`src/include/brcs_pkg.sv`:
```
// constants, types and register map of the receive tester counters and status
// assumes a 32-bit ahb-lite slave with word accesses only
package brcs_pkg;
	// register byte offsets within the slave window
	localparam logic [11:0] ctrl_off = 12'h0500;
	localparam logic [11:0] bc_lo_off = 12'h0510;
	localparam logic [11:0] bc_hi_off = 12'h0514;
	localparam logic [11:0] ec_lo_off = 12'h0518;
	localparam logic [11:0] ec_hi_off = 12'h051C;
	// control field positions
	localparam int latch_pos = 0;
	localparam int clear_pos = 1;
	localparam int ien_err_pos = 14;
	localparam int ien_sync_pos = 15;
	localparam logic [15:0] ctrl_reset = 16'h0000;
	// status word: flags in bits 6..1, lock state in bit 0, error count byte from bit 8
	localparam int ec_byte_pos = 8;
	// checker figures
	localparam logic [5:0] lock_need = 6'd32;
	localparam logic [5:0] win_last = 6'd63;
	localparam logic [2:0] win_err_max = 3'd6;
	localparam logic [4:0] run_need = 5'd31;
	// self-synchronising prbs feedback taps of the expected pattern
	localparam int tap_a = 14;
	localparam int tap_b = 13;
	localparam int hist_w = 15;
	localparam logic [31:0] bc_max = 32'hFFFF_FFFF;
	localparam logic [31:0] ec_max = 32'h00FF_FFFF;
	localparam logic [31:0] zero32 = 32'h0000_0000;
	localparam logic [1:0] okay_resp = 2'h0;
	typedef enum logic [1:0] {
		brcs_search = 2'b00,
		brcs_lock = 2'b01
	} brcs_state_t;
	// latched flags, msb first, sitting in status bits 6..1
	typedef struct packed {
		logic all_ones_seen;
		logic all_zeros_seen;
		logic lock_lost;
		logic bit_error_seen;
		logic bit_count_overflow;
		logic error_count_overflow;
	} brcs_flags_t;
	localparam brcs_flags_t flags_reset = 6'h00;
endpackage : brcs_pkg

```
`src/design/brcs_top.sv`:
```
// receive-side counters, pattern checker and status of the bit error tester
// assumes an ahb-lite master of single word transfers and a slow serial input
// pair (clock and data) well below half of hclk
//
// What this block does
// - count every received bit in 32 bits
// - counters keep running while out of lock
// - latch bit rising edge snapshots both counters
// - bit counter saturates and sets overflow flag
// - count mismatched bits in 24 bits, saturating
// - lock after 32 consecutive matching bits
// - six errors in 64 bits drop lock
// - error overflow flag latches, clears on read
// - bit overflow flag latches, clears on read
// - bit error flag only while locked, read-clear
// - loss-of-lock flag latches until read
// - all-zeros flag after 31 zeros, sticky
// - all-ones flag after 31 ones, sticky
// - error count low byte in status bits 8-15
// - error count upper sixteen bits at 051Ch
// - bit count split over two 16-bit registers
// - counter and status registers reset to zero
// - enabled error and lock-change events raise interrupt
`timescale 1ns/1ns
module brcs_top (
	// clock and reset
	input wire logic hclk,
	input wire logic hresetn,
	// ahb-lite slave
	input wire logic hsel,
	input wire logic [31:0] haddr,
	input wire logic [1:0] htrans,
	input wire logic hwrite,
	input wire logic [2:0] hsize,
	input wire logic [31:0] hwdata,
	input wire logic hready,
	output logic [31:0] hrdata,
	output logic hreadyout,
	output logic hresp,
	// serial receive pins
	input wire logic rx_clk_in,
	input wire logic rx_data_in,
	// interrupt
	output logic irq
);
	function automatic logic [31:0] sat_inc(input logic [31:0] val, input logic [31:0] max);
		sat_inc = (val == max) ? val : val + 32'h0000_0001;
	endfunction : sat_inc

	// pin synchronisers; first stages feed only the second
	logic clk_s1, clk_s2, clk_s3;
	logic dat_s1, dat_s2;
	logic bit_stb;
	logic rx_bit;

	// checker state
	brcs_pkg::brcs_state_t state;
	logic [brcs_pkg::hist_w-1:0] hist;
	logic [brcs_pkg::hist_w-1:0] gen;
	logic [5:0] match_cnt;
	logic [5:0] win_cnt;
	logic [2:0] win_err;
	logic exp_bit;
	logic mism;
	logic go_lock;
	logic go_search;

	// counters and snapshots
	logic [31:0] bit_cnt;
	logic [23:0] err_cnt;
	logic [31:0] snap_bc;
	logic [23:0] snap_ec;
	logic [4:0] zero_run;
	logic [4:0] one_run;

	// registers
	logic [15:0] ctrl;
	logic latch_q;
	brcs_pkg::brcs_flags_t flags;
	brcs_pkg::brcs_flags_t flag_set;
	brcs_pkg::brcs_flags_t flag_clr;
	logic lock_change;

	// bus
	logic acc_pend;
	logic acc_write;
	logic [11:0] acc_addr;
	logic [31:0] next_rdata;
	logic rd_status;

	always_ff @(posedge hclk or negedge hresetn) begin
		if (!hresetn) begin
			clk_s1 <= 1'b0;
			clk_s2 <= 1'b0;
			clk_s3 <= 1'b0;
			dat_s1 <= 1'b0;
			dat_s2 <= 1'b0;
		end else begin
			clk_s1 <= rx_clk_in;
			clk_s2 <= clk_s1;
			clk_s3 <= clk_s2;
			dat_s1 <= rx_data_in;
			dat_s2 <= dat_s1;
		end
	end

	// data is taken on the rising edge of the receive clock
	assign bit_stb = clk_s2 & ~clk_s3;
	assign rx_bit = dat_s2;

	always_comb begin
		if (state == brcs_pkg::brcs_lock) begin
			exp_bit = gen[brcs_pkg::tap_a] ^ gen[brcs_pkg::tap_b];
		end else begin
			exp_bit = hist[brcs_pkg::tap_a] ^ hist[brcs_pkg::tap_b];
		end
	end

	assign mism = bit_stb & (rx_bit != exp_bit);
	assign go_lock = (state == brcs_pkg::brcs_search) & bit_stb & ~mism
		& (match_cnt == brcs_pkg::lock_need - 6'd1);
	assign go_search = (state == brcs_pkg::brcs_lock) & mism
		& (win_err == brcs_pkg::win_err_max - 3'd1);

	always_ff @(posedge hclk or negedge hresetn) begin
		if (!hresetn) begin
			hist <= '0;
			gen <= '0;
		end else if (bit_stb) begin
			hist <= {hist[brcs_pkg::hist_w-2:0], rx_bit};
			if (state == brcs_pkg::brcs_lock) begin
				gen <= {gen[brcs_pkg::hist_w-2:0], exp_bit};
			end else begin
				gen <= {hist[brcs_pkg::hist_w-2:0], rx_bit};
			end
		end
	end

	always_ff @(posedge hclk or negedge hresetn) begin
		if (!hresetn) begin
			state <= brcs_pkg::brcs_search;
			match_cnt <= 6'd0;
			win_cnt <= 6'd0;
			win_err <= 3'd0;
		end else begin
			case (state)
				brcs_pkg::brcs_search: begin
					if (go_lock) begin
						state <= brcs_pkg::brcs_lock;
						match_cnt <= 6'd0;
						win_cnt <= 6'd0;
						win_err <= 3'd0;
					end else if (mism) begin
						match_cnt <= 6'd0;
					end else if (bit_stb) begin
						match_cnt <= match_cnt + 6'd1;
					end
				end
				brcs_pkg::brcs_lock: begin
					if (go_search) begin
						state <= brcs_pkg::brcs_search;
						win_cnt <= 6'd0;
						win_err <= 3'd0;
					end else if (bit_stb) begin
						// fixed 64-bit windows, not a sliding one
						win_cnt <= win_cnt + 6'd1;
						if (win_cnt == brcs_pkg::win_last) begin
							win_err <= 3'd0;
						end else if (mism) begin
							win_err <= win_err + 3'd1;
						end
					end
				end
				default: begin
					state <= brcs_pkg::brcs_search;
				end
			endcase
		end
	end

	// counters run in both checker states; clear bit holds them at zero
	always_ff @(posedge hclk or negedge hresetn) begin
		if (!hresetn) begin
			bit_cnt <= brcs_pkg::zero32;
		end else if (ctrl[brcs_pkg::clear_pos]) begin
			bit_cnt <= brcs_pkg::zero32;
		end else if (bit_stb) begin
			bit_cnt <= sat_inc(bit_cnt, brcs_pkg::bc_max);
		end
	end

	always_ff @(posedge hclk or negedge hresetn) begin
		if (!hresetn) begin
			err_cnt <= 24'h00_0000;
		end else if (ctrl[brcs_pkg::clear_pos]) begin
			err_cnt <= 24'h00_0000;
		end else if (mism) begin
			err_cnt <= 24'(sat_inc({8'h00, err_cnt}, brcs_pkg::ec_max));
		end
	end

	always_ff @(posedge hclk or negedge hresetn) begin
		if (!hresetn) begin
			zero_run <= 5'd0;
			one_run <= 5'd0;
		end else if (bit_stb) begin
			if (rx_bit) begin
				zero_run <= 5'd0;
				one_run <= (one_run == brcs_pkg::run_need) ? one_run : one_run + 5'd1;
			end else begin
				one_run <= 5'd0;
				zero_run <= (zero_run == brcs_pkg::run_need) ? zero_run : zero_run + 5'd1;
			end
		end
	end

	// snapshot on the rising edge of the latch bit
	always_ff @(posedge hclk or negedge hresetn) begin
		if (!hresetn) begin
			latch_q <= 1'b0;
			snap_bc <= brcs_pkg::zero32;
			snap_ec <= 24'h00_0000;
		end else begin
			latch_q <= ctrl[brcs_pkg::latch_pos];
			if (ctrl[brcs_pkg::latch_pos] & ~latch_q) begin
				snap_bc <= bit_cnt;
				snap_ec <= err_cnt;
			end
		end
	end

	// flag events and read-clear conditions
	always_comb begin
		flag_set.error_count_overflow = mism
			& (err_cnt == brcs_pkg::ec_max[23:0] - 24'h00_0001);
		flag_set.bit_count_overflow = bit_stb
			& (bit_cnt == brcs_pkg::bc_max - 32'h0000_0001);
		flag_set.bit_error_seen = mism & (state == brcs_pkg::brcs_lock);
		flag_set.lock_lost = go_search;
		flag_set.all_zeros_seen = bit_stb & ~rx_bit
			& (zero_run == brcs_pkg::run_need - 5'd1);
		flag_set.all_ones_seen = bit_stb & rx_bit
			& (one_run == brcs_pkg::run_need - 5'd1);
		flag_clr = rd_status ? 6'h3F : 6'h00;
		// a run still in progress keeps its flag through a read
		flag_clr.all_zeros_seen = rd_status & (zero_run != brcs_pkg::run_need);
		flag_clr.all_ones_seen = rd_status & (one_run != brcs_pkg::run_need);
	end

	// set wins over clear so an event in the read cycle is kept
	always_ff @(posedge hclk or negedge hresetn) begin
		if (!hresetn) begin
			flags <= brcs_pkg::flags_reset;
			lock_change <= 1'b0;
		end else begin
			flags <= (flags & ~flag_clr) | flag_set;
			lock_change <= (lock_change & ~rd_status) | go_lock | go_search;
		end
	end

	always_ff @(posedge hclk or negedge hresetn) begin
		if (!hresetn) begin
			irq <= 1'b0;
		end else begin
			irq <= (ctrl[brcs_pkg::ien_err_pos] & flags.bit_error_seen)
				| (ctrl[brcs_pkg::ien_sync_pos] & lock_change);
		end
	end

	// bus: address phase is captured, one wait state, then data phase ends
	always_ff @(posedge hclk or negedge hresetn) begin
		if (!hresetn) begin
			acc_pend <= 1'b0;
			acc_write <= 1'b0;
			acc_addr <= 12'h000;
			hreadyout <= 1'b1;
			hresp <= 1'b0;
		end else begin
			hresp <= okay_bit();
			if (hsel & htrans[1] & hready & ~acc_pend) begin
				acc_pend <= 1'b1;
				acc_write <= hwrite;
				acc_addr <= haddr[11:0];
				hreadyout <= 1'b0;
			end else begin
				acc_pend <= 1'b0;
				hreadyout <= 1'b1;
			end
		end
	end

	function automatic logic okay_bit();
		okay_bit = brcs_pkg::okay_resp[0];
	endfunction : okay_bit

	assign rd_status = acc_pend & ~acc_write & (acc_addr == brcs_pkg::ec_lo_off);

	always_ff @(posedge hclk or negedge hresetn) begin
		if (!hresetn) begin
			ctrl <= brcs_pkg::ctrl_reset;
		end else if (acc_pend & acc_write & (acc_addr == brcs_pkg::ctrl_off)) begin
			ctrl <= hwdata[15:0];
		end
	end

	always_comb begin
		next_rdata = brcs_pkg::zero32;
		case (acc_addr)
			brcs_pkg::ctrl_off: next_rdata = {16'h0000, ctrl};
			brcs_pkg::bc_lo_off: next_rdata = {16'h0000, snap_bc[15:0]};
			brcs_pkg::bc_hi_off: next_rdata = {16'h0000, snap_bc[31:16]};
			brcs_pkg::ec_lo_off: begin
				next_rdata[brcs_pkg::ec_byte_pos +: 8] = snap_ec[7:0];
				next_rdata[6:0] = {flags, state == brcs_pkg::brcs_lock};
			end
			brcs_pkg::ec_hi_off: next_rdata = {16'h0000, snap_ec[23:8]};
			default: next_rdata = brcs_pkg::zero32;
		endcase
	end

	always_ff @(posedge hclk or negedge hresetn) begin
		if (!hresetn) begin
			hrdata <= brcs_pkg::zero32;
		end else if (acc_pend & ~acc_write) begin
			hrdata <= next_rdata;
		end
	end
endmodule : brcs_top

```
`config.mk`:
```
export PLATFORM = sky130hd
export DESIGN_NAME = brcs_top
export DESIGN_NICKNAME = d
export VERILOG_FILES = /design/src/include/brcs_pkg.sv /design/src/design/brcs_top.sv
export SDC_FILE = /design/constraint.sdc
export NUM_CORES = 1
export LEC_CHECK = 0
export ABC_AREA = 1
export BUFFER_PORTS_ARGS = -buffer_cell sky130_fd_sc_hd__buf_2
export CAP_MARGIN = 5
export CORE_ASPECT_RATIO = 0.6
export CORE_MARGIN = 10
export CORE_UTILIZATION = 45
export CTS_BUF_LIST = sky130_fd_sc_hd__clkbuf_8
export DETAILED_ROUTE_END_ITERATION = 10
export GPL_TIMING_DRIVEN = 0
export SYNTH_ARGS = -nofsm -noshare
export SYNTH_HDL_FRONTEND = slang
export SYNTH_SLANG_ARGS = --single-unit
```
`constraint.sdc`:
```
create_clock -name hclk -period 2.7 [get_ports hclk]
set_input_delay 0.81 -clock hclk [delete_from_list [all_inputs] [get_ports hclk]]
set_output_delay 0.81 -clock hclk [all_outputs]
set_load 0.02 [all_outputs]
```
==> reports/summary.txt, run 1 <==
===========================================================================================
Type of the setup path with the least slack                                    flip-flop to flip-flop
Fraction of the core area covered by cells at the end of the flow                    52.16%
Number of cell rows                                                                      45
Startpoint kind of the worst setup timing path                                    flip-flop
CTS tree                                                                               done
Synth warnings                                                                            0
Drt drc                                                                                   0
Full die area                                                                     33290 um2
Post-layout nets                                                                       1704
Rel. slew slack                                                                      14.47%
Longest Clk Path Bufs                                                                     3
CTS Root Cell                                                                  sky130_fd_sc_hd__clkbuf_8
Sum Neg Setup Slack                                                                    0 ps
Chip width                                                                         229.0 um
Number of sinks handled by clock tree synthesis                                         229
Ant. Diodes                                                                               0
Quantity of hold-fixing buffers added after cts                                           0
Share of final-layout standard cells stronger than drive strength 1                  12.87%
Data arrival at the endpoint of the critical path                                   2970 ps
Shortest clock period the worst path allows after layout                            2476 ps
Commonest cells in the netlist                                                 sky130_fd_sc_hd__nand2_1, sky130_fd_sc_hd__dfrtp_1, sky130_fd_sc_hd__inv_1
Largest fanout on the critical path                                                      10
Routed len/inst                                                                    18.05 um
PortBufs                                                                                 53
Fraction of synthesized cell area taken by the top area cell type                    48.38%
Post-layout power                                                                0.007657 W
Worst setup skew after layout                                                      32.30 ps
Number of gates resized after CTS                                                         0
Worst-skew pair later-pin latency                                                    570 ps
Synthesized instance count                                                             1504
RSZ-0062 raised after global routing                                                  false
Slew at the pin closest to its max-slew limit                                       1273 ps
Average via count per standard cell                                                   5.219
Cell type with the largest total area after synthesis                          sky130_fd_sc_hd__dfrtp_1
Leakage                                                                            6.528 nW
Result of the run                                                                 completed
Wire length of the first global-routing pass                                       56460 um
Launching point of the worst reg2reg path                                      acc_addr[6]$_DFFE_PN0P_
Area growth syn-to-layout                                                            13.06%
Total of max-cap violations                                                               0
Combined area of all synthesized cells                                            11790 um2
Count of nets left with antenna violations after detail routing                           0
Max Fclk                                                                          403.9 MHz
Post-route non-filler standard cell count                                              1991
Worst vdd rail ir drop                                                             347.5 uV
Most instantiated flip-flop cell in the synthesis netlist                      sky130_fd_sc_hd__dfrtp_1
Pwr dens                                                                       574.3 nW/um2
Initial antenna violation count                                                           0
Number of levels in the clock H-tree                                                      2
Final setup vio count                                                                     0
Netlist cell types                                                                       40
Die span in y                                                                      145.4 um
Number of enable flip-flop cells after synthesis                                          0
Number of iterations in the first detailed-routing pass                                   6
Floorplan core area                                                               25560 um2
# Post-CTS Setup Buffers                                                                  0
TritonCTS Buffers                                                                        37
Count of final hold-check violations                                                      0
Fraction of registers with async set or reset after synthesis                        100.0%
Instance count after placement with tap cells included                                 1927
Final max-slew violation count                                                            0
Data required time of the worst path                                                3190 ps
All-Layer GR Usage                                                                   21.28%
Via count of the routed design                                                        10392
HPWL reported at the end of detailed placement                                     27520 um
Type of element capturing the critical path                                       flip-flop
Per-instance average area after synthesis                                         7.841 um2
Clock-pin slew on the worst setup and hold paths                                      60 ps
Share of the clock period used by the worst path                                     91.70%
Source of the critical timing path                                             acc_addr[6]$_DFFE_PN0P_
Flop and latch count out of synthesis                                                   229
Share of synthesized area occupied by flip-flops and latches                         48.60%
Routability congestion estimate                                                       1.002
Total routed wirelength                                                            35930 um
Number of design-rule violations left by the first detailed-router iteration           1026
Type of the tightest min-delay check                                           primary input to asynchronous set/reset pin
Global-route congestion overflow total                                                    0
Pin count of the biggest net entering global routing                                    102
Initial standard-cell utilization of the core                                        46.13%
Via count of the first global-routing pass                                             9785
Most common cell in the synthesized netlist                                    sky130_fd_sc_hd__nand2_1
IO Count                                                                                111
Largest cells by area after synthesis                                          sky130_fd_sc_hd__dfrtp_1, sky130_fd_sc_hd__nand2_1, sky130_fd_sc_hd__nand3_1
===========================================================================================
registers in the layout, summed over array words and instances, names as in the netlist, 3 cells and up:
signal and count:
flags 6, hrdata 16, win_cnt 6, one_run 5, hist 15, bit_cnt 32, snap_ec 24, acc_addr 12
err_cnt 24, zero_run 5, ctrl 16, match_cnt 6, win_err 3, snap_bc 32, gen 15
cells by family (layout without fill, tap and decap cells):
kind of cell | Yosys count | count (layout) | share of synthesized area (%)
simple gates | 809 | 809 | 29.51
flops | 229 | 229 | 48.60
buf+inv | 227 | 346 | 8.573
compound gates | 188 | 188 | 8.955
xor+xnor | 28 | 28 | 2.080
fa+ha+maj | 14 | 14 | 1.485
mux | 8 | 8 | 0.7640
other cells | 1 | 17 | 0.03180
worst max-delay path, cell delays in order (launching register included):
cell                      delay [ps]
sky130_fd_sc_hd__dfrtp_1         360
sky130_fd_sc_hd__inv_1            90
sky130_fd_sc_hd__nand2_1          70
sky130_fd_sc_hd__nor3_1          960
sky130_fd_sc_hd__buf_2           370
sky130_fd_sc_hd__nand3_1         230
sky130_fd_sc_hd__nand2_1         150
sky130_fd_sc_hd__nor3_1          100
sky130_fd_sc_hd__nor2_1          100
through the flow:
| step | cell area (um2) | hold WS [ps] | setup slack (ps) |
|---|---|---|---|
| 2_1_floorplan | 11850 | 331.2 | 992.7 |
| 6_report | 13330 | 174.2 | 224.2 |
| 5_1_grt | 13330 | 169.6 | 125.1 |
| 3_3_place_gp | 12560 | 339.2 | -3309 |
| 3_5_place_dp | 12620 | 341.8 | 407.9 |
| 4_1_cts | 13330 | 150.8 | 395.8 |
area by class of cell:
type | count | area (um2)
clock buffer | 40 | 550.5
tap | 352 | 440.4
inverter | 159 | 601.8
timing repair buffer | 55 | 330.3
clock inverter | 24 | 158.9
buffer | 68 | 409.1
multi-input combinational | 1064 | 5110
sequential | 229 | 5732
fill | 2523 | 12230
report_power, final:
group	total, W	switching [W]	internal [W]
registers	0.00382	0.000157	0.00366
clock network	0.00301	0.00145	0.00156
logic	0.000828	0.000563	0.000266
routing by layer:
| metal | part of all wire (%) | global-route usage [%] | vias up |
|---|---|---|---|
| met3 | 11 | 8.904 | 37 |
| met1 | 51 | 33.32 | 4939 |
| met2 | 36 | 25.68 | 386 |
| met4 | 1.2 | 4.385 | 0 |
| li1 | - | - | 5030 |
| met5 | 0 | 0 | - |
cells in the final DEF, fill, tap and decap left out, types with 17 or more instances in the layout:
master,instances
sky130_fd_sc_hd__buf_2,64
sky130_fd_sc_hd__conb_1,17
sky130_fd_sc_hd__nand3_1,150
sky130_fd_sc_hd__xor2_1,23
sky130_fd_sc_hd__nand2_1,444
sky130_fd_sc_hd__o21ai_2,25
sky130_fd_sc_hd__buf_4,18
sky130_fd_sc_hd__inv_1,166
sky130_fd_sc_hd__nor2_1,122
sky130_fd_sc_hd__clkbuf_8,40
sky130_fd_sc_hd__nor3_1,36
sky130_fd_sc_hd__clkbuf_1,23
sky130_fd_sc_hd__dfrtp_1,228
sky130_fd_sc_hd__o21ai_0,138
final timing paths:
kind,endpoint,slack [ps],cells after the start
worst min-delay path,hrdata[6]$_DFFE_PN0P_,170,1
worst max register to register,hrdata[11]$_DFFE_PN0P_,220,8
max in group asynchronous,ctrl[10]$_DFFE_PN0P_,1260,3
worst min register to register,clk_s2$_DFF_PN0_,330,0
worst max-delay path,hrdata[11]$_DFFE_PN0P_,220,8
min in group hclk,clk_s2$_DFF_PN0_,330,0
Power figures use the tool's default switching activity.
==> inputs of run 2 (changes only) <==
--- a/config.mk
+++ b/config.mk
@@ -6,9 +6,9 @@
 export NUM_CORES = 1
 export LEC_CHECK = 0
 export ABC_AREA = 1
-export BUFFER_PORTS_ARGS = -buffer_cell sky130_fd_sc_hd__buf_2
+export BUFFER_PORTS_ARGS = -buffer_cell sky130_fd_sc_hd__buf_4
 export CAP_MARGIN = 5
-export CORE_ASPECT_RATIO = 0.6
+export CORE_ASPECT_RATIO = 1.5
 export CORE_MARGIN = 10
 export CORE_UTILIZATION = 45
 export CTS_BUF_LIST = sky130_fd_sc_hd__clkbuf_8
==> reports/summary.txt, run 2 (synthesis results as in run 1) <==
===========================================================================================
Result of the run                                                                 completed
Family with the most delay on the worst path                                   simple AND/OR/NAND/NOR gates
GR peak layer                                                                          met2
Post-layout nets                                                                       1704   unchanged
Total routed wirelength                                                            32900 um   -8.4%
CTS tree                                                                               done
Routability congestion estimate                                                      0.9409   -6.1%
Die span in y                                                                      218.3 um   +50%
Slew at the pin closest to its max-slew limit                                      764.3 ps   -508.8 ps
Data required time of the worst path                                                3160 ps   -30 ps
Via count of the first global-routing pass                                            10249   +4.7%
Type of element capturing the critical path                                       flip-flop
Type of the tightest min-delay check                                           primary input to asynchronous set/reset pin
Leakage                                                                            6.600 nW   +1.1%
Filler Cell Count                                                                      2564   +1.6%
IO Count                                                                                111   unchanged
Chip width                                                                         152.2 um   -34%
Wire length of the first global-routing pass                                       53360 um   -5.5%
Startpoint kind of the worst setup timing path                                    flip-flop
Met2 layer usage reported by global route                                            34.39%   +8.7 points
Final max-slew violation count                                                            0   unchanged
Number of gates resized after CTS                                                         0   unchanged
Pwr dens                                                                       586.8 nW/um2   +2.2%
Worst-skew pair later-pin latency                                                    560 ps   about the same
Clock-pin slew on the worst setup and hold paths                                      70 ps   about the same
# Post-CTS Setup Buffers                                                                  0   unchanged
HPWL reported at the end of detailed placement                                     24780 um   -10%
Max Fclk                                                                          483.1 MHz   +20%
Largest registers in the final layout                                          bit_cnt x32, snap_bc x32
Share of the clock period used by the worst path                                     76.67%   -15 points
Fraction of met1 tracks used by global routing                                       22.14%   -11 points
Largest fanout on the critical path                                                       9   -1
Chain of cells forming the critical path                                       nor2_1, nand2_1, nor2_1, nand2_1, o21ai_0, nor3_1, nor2_1
Number of iterations in the first detailed-routing pass                                   5   -1
Data arrival at the endpoint of the critical path                                   2530 ps   -440 ps
CTS Root Cell                                                                  sky130_fd_sc_hd__clkbuf_8
Floorplan core area                                                               25850 um2   +1.1%
Ant. Diodes                                                                               0   unchanged
Critical Path Max Stage Delay                                                        470 ps   -490 ps
Worst vdd rail ir drop                                                             359.9 uV   +3.6%
Sum Neg Setup Slack                                                                    0 ps   unchanged
Most frequent cell on the critical path                                        sky130_fd_sc_hd__nor2_1
Initial standard-cell utilization of the core                                        45.61%   -0.52 points
Reg2reg setup slack                                                                  630 ps   +410 ps
RSZ-0062 raised after global routing                                                  false
Number of levels in the clock H-tree                                                      2   unchanged
Shortest clock period the worst path allows after layout                            2070 ps   -405.7 ps
Number of sinks handled by clock tree synthesis                                         229   unchanged
Type of the setup path with the least slack                                    flip-flop to flip-flop
PortBufs                                                                                 53   unchanged
Final worst slack                                                                  629.9 ps   +405.7 ps
Number of cell rows                                                                      72   +60%
Critical path buffers and inverters                                                       0   -2
Final setup vio count                                                                     0   unchanged
Met3 layer usage reported by global route                                            3.184%   -5.7 points
Initial antenna violation count                                                           0   unchanged
Total of max-cap violations                                                               0   unchanged
Most common cell after layout, fill and taps aside                             sky130_fd_sc_hd__nand2_1
Count of nets left with antenna violations after detail routing                           0   unchanged
Number of design-rule violations left by the first detailed-router iteration            723   -30%
Drt drc                                                                                   0   unchanged
Post-place setup slack                                                             540.0 ps   +132.2 ps
TritonCTS Buffers                                                                        37   unchanged
Total stage count of the critical path                                                    7   -1
Area growth syn-to-layout                                                            14.67%
Pin count of the biggest net entering global routing                                    107   +4.9%
CP max stage cell                                                              sky130_fd_sc_hd__nor2_1
Average via count per standard cell                                                   5.195   -0.47%
Worst R2R Path Depth                                                                      7   -1
Quantity of hold-fixing buffers added after cts                                           0   unchanged
Share of final-layout standard cells stronger than drive strength 1                  13.19%   +0.31 points
All-Layer GR Usage                                                                   19.70%   -1.6 points
Most frequent cells in the layout                                              sky130_fd_sc_hd__nand2_1, sky130_fd_sc_hd__dfrtp_1, sky130_fd_sc_hd__inv_1, sky130_fd_sc_hd__nand3_1, sky130_fd_sc_hd__o21ai_0
Rel. slew slack                                                                      48.65%   +34 points
Global-route congestion overflow total                                                    0   unchanged
Launching point of the worst reg2reg path                                      acc_addr[1]$_DFFE_PN0P_
Via count of the routed design                                                        10239   -1.5%
Endpoint of the worst register-to-register path                                hrdata[14]$_DFFE_PN0P_
Count of final hold-check violations                                                      0   unchanged
Routed len/inst                                                                    16.69 um   -7.5%
Worst setup skew after layout                                                      37.30 ps   +5.007 ps
Longest Clk Path Bufs                                                                     3   unchanged
Full die area                                                                     33210 um2   -0.24%
===========================================================================================
-- run 2: cell types whose count changed in the layout (fill, tap and decap cells not counted) --
cell	before	now
sky130_fd_sc_hd__clkinv_2	4	3
sky130_fd_sc_hd__buf_2	64	12
sky130_fd_sc_hd__clkbuf_8	40	47
sky130_fd_sc_hd__bufinv_16	2	3
sky130_fd_sc_hd__inv_1	166	160
sky130_fd_sc_hd__buf_4	18	70
sky130_fd_sc_hd__clkinvlp_4	3	1
-- run 2: how the worst max path moves through the flow --
stage	startpoint	to	slack, ps
2_1_floorplan	hsel	acc_addr[0]$_DFFE_PN0P_	990
3_3_place_gp	hresetn	err_cnt[18]$_DFFE_PN0P_	-1020
3_5_place_dp	hsel	acc_addr[5]$_DFFE_PN0P_	540
4_1_cts	err_cnt[1]$_DFFE_PN0P_	err_cnt[14]$_DFFE_PN0P_	620
5_1_grt	acc_addr[1]$_DFFE_PN0P_	hrdata[14]$_DFFE_PN0P_	390
6_report	acc_addr[1]$_DFFE_PN0P_	hrdata[14]$_DFFE_PN0P_	630
-- run 2: final cells by class --
type	count	area [um2]	share of cell area, %
well taps	333	416.7	3.081
plain buffers	68	409.1	3.026
inverters	159	601.8	4.450
repair buffers	55	460.4	3.405
clock buffers	47	646.9	4.783
flip-flops and latches	229	5732	42.39
multi-input cells	1064	5110	37.79
clock inverters	16	146.4	1.083
-- run 2: per-stage QoR --
stage               cell area (um2)  std cells  hold WS, ps  power, W  util [%]
CTS                           13520       1971        65.49  0.008054     52.30
floorplan                     11850       1520        331.2  0.004354         -
global route                  13520       1971        86.56  0.008308     52.30
global placement              12670       1906        335.8  0.004706     48.99
detailed placement            12730       1908        338.9  0.004744     49.24
finish                        13520       1971        92.92  0.007935     52.30
-- run 2: metal layers --
layer	up-vias	wire, um
met1	4838	13070
li1	5012	-
met2	285	16340
met5	-	0
met4	0	1951
met3	104	1541
-- run 2: power by group --
group | switching (W) | total (W) | internal (W) | leakage (nW)
sequential | 0.000148 | 0.00381 | 0.00366 | 3.00
combinational | 0.000541 | 0.000854 | 0.000313 | 3.16
clock | 0.00142 | 0.00327 | 0.00185 | 0.440
-- run 2: worst register-to-register path: stages, from the launching register on --
cell and delay, ps:
sky130_fd_sc_hd__dfrtp_1 380, sky130_fd_sc_hd__nor2_1 180, sky130_fd_sc_hd__nand2_1 110, sky130_fd_sc_hd__nor2_1 470
sky130_fd_sc_hd__nand2_1 310, sky130_fd_sc_hd__o21ai_0 320, sky130_fd_sc_hd__nor3_1 130, sky130_fd_sc_hd__nor2_1 90
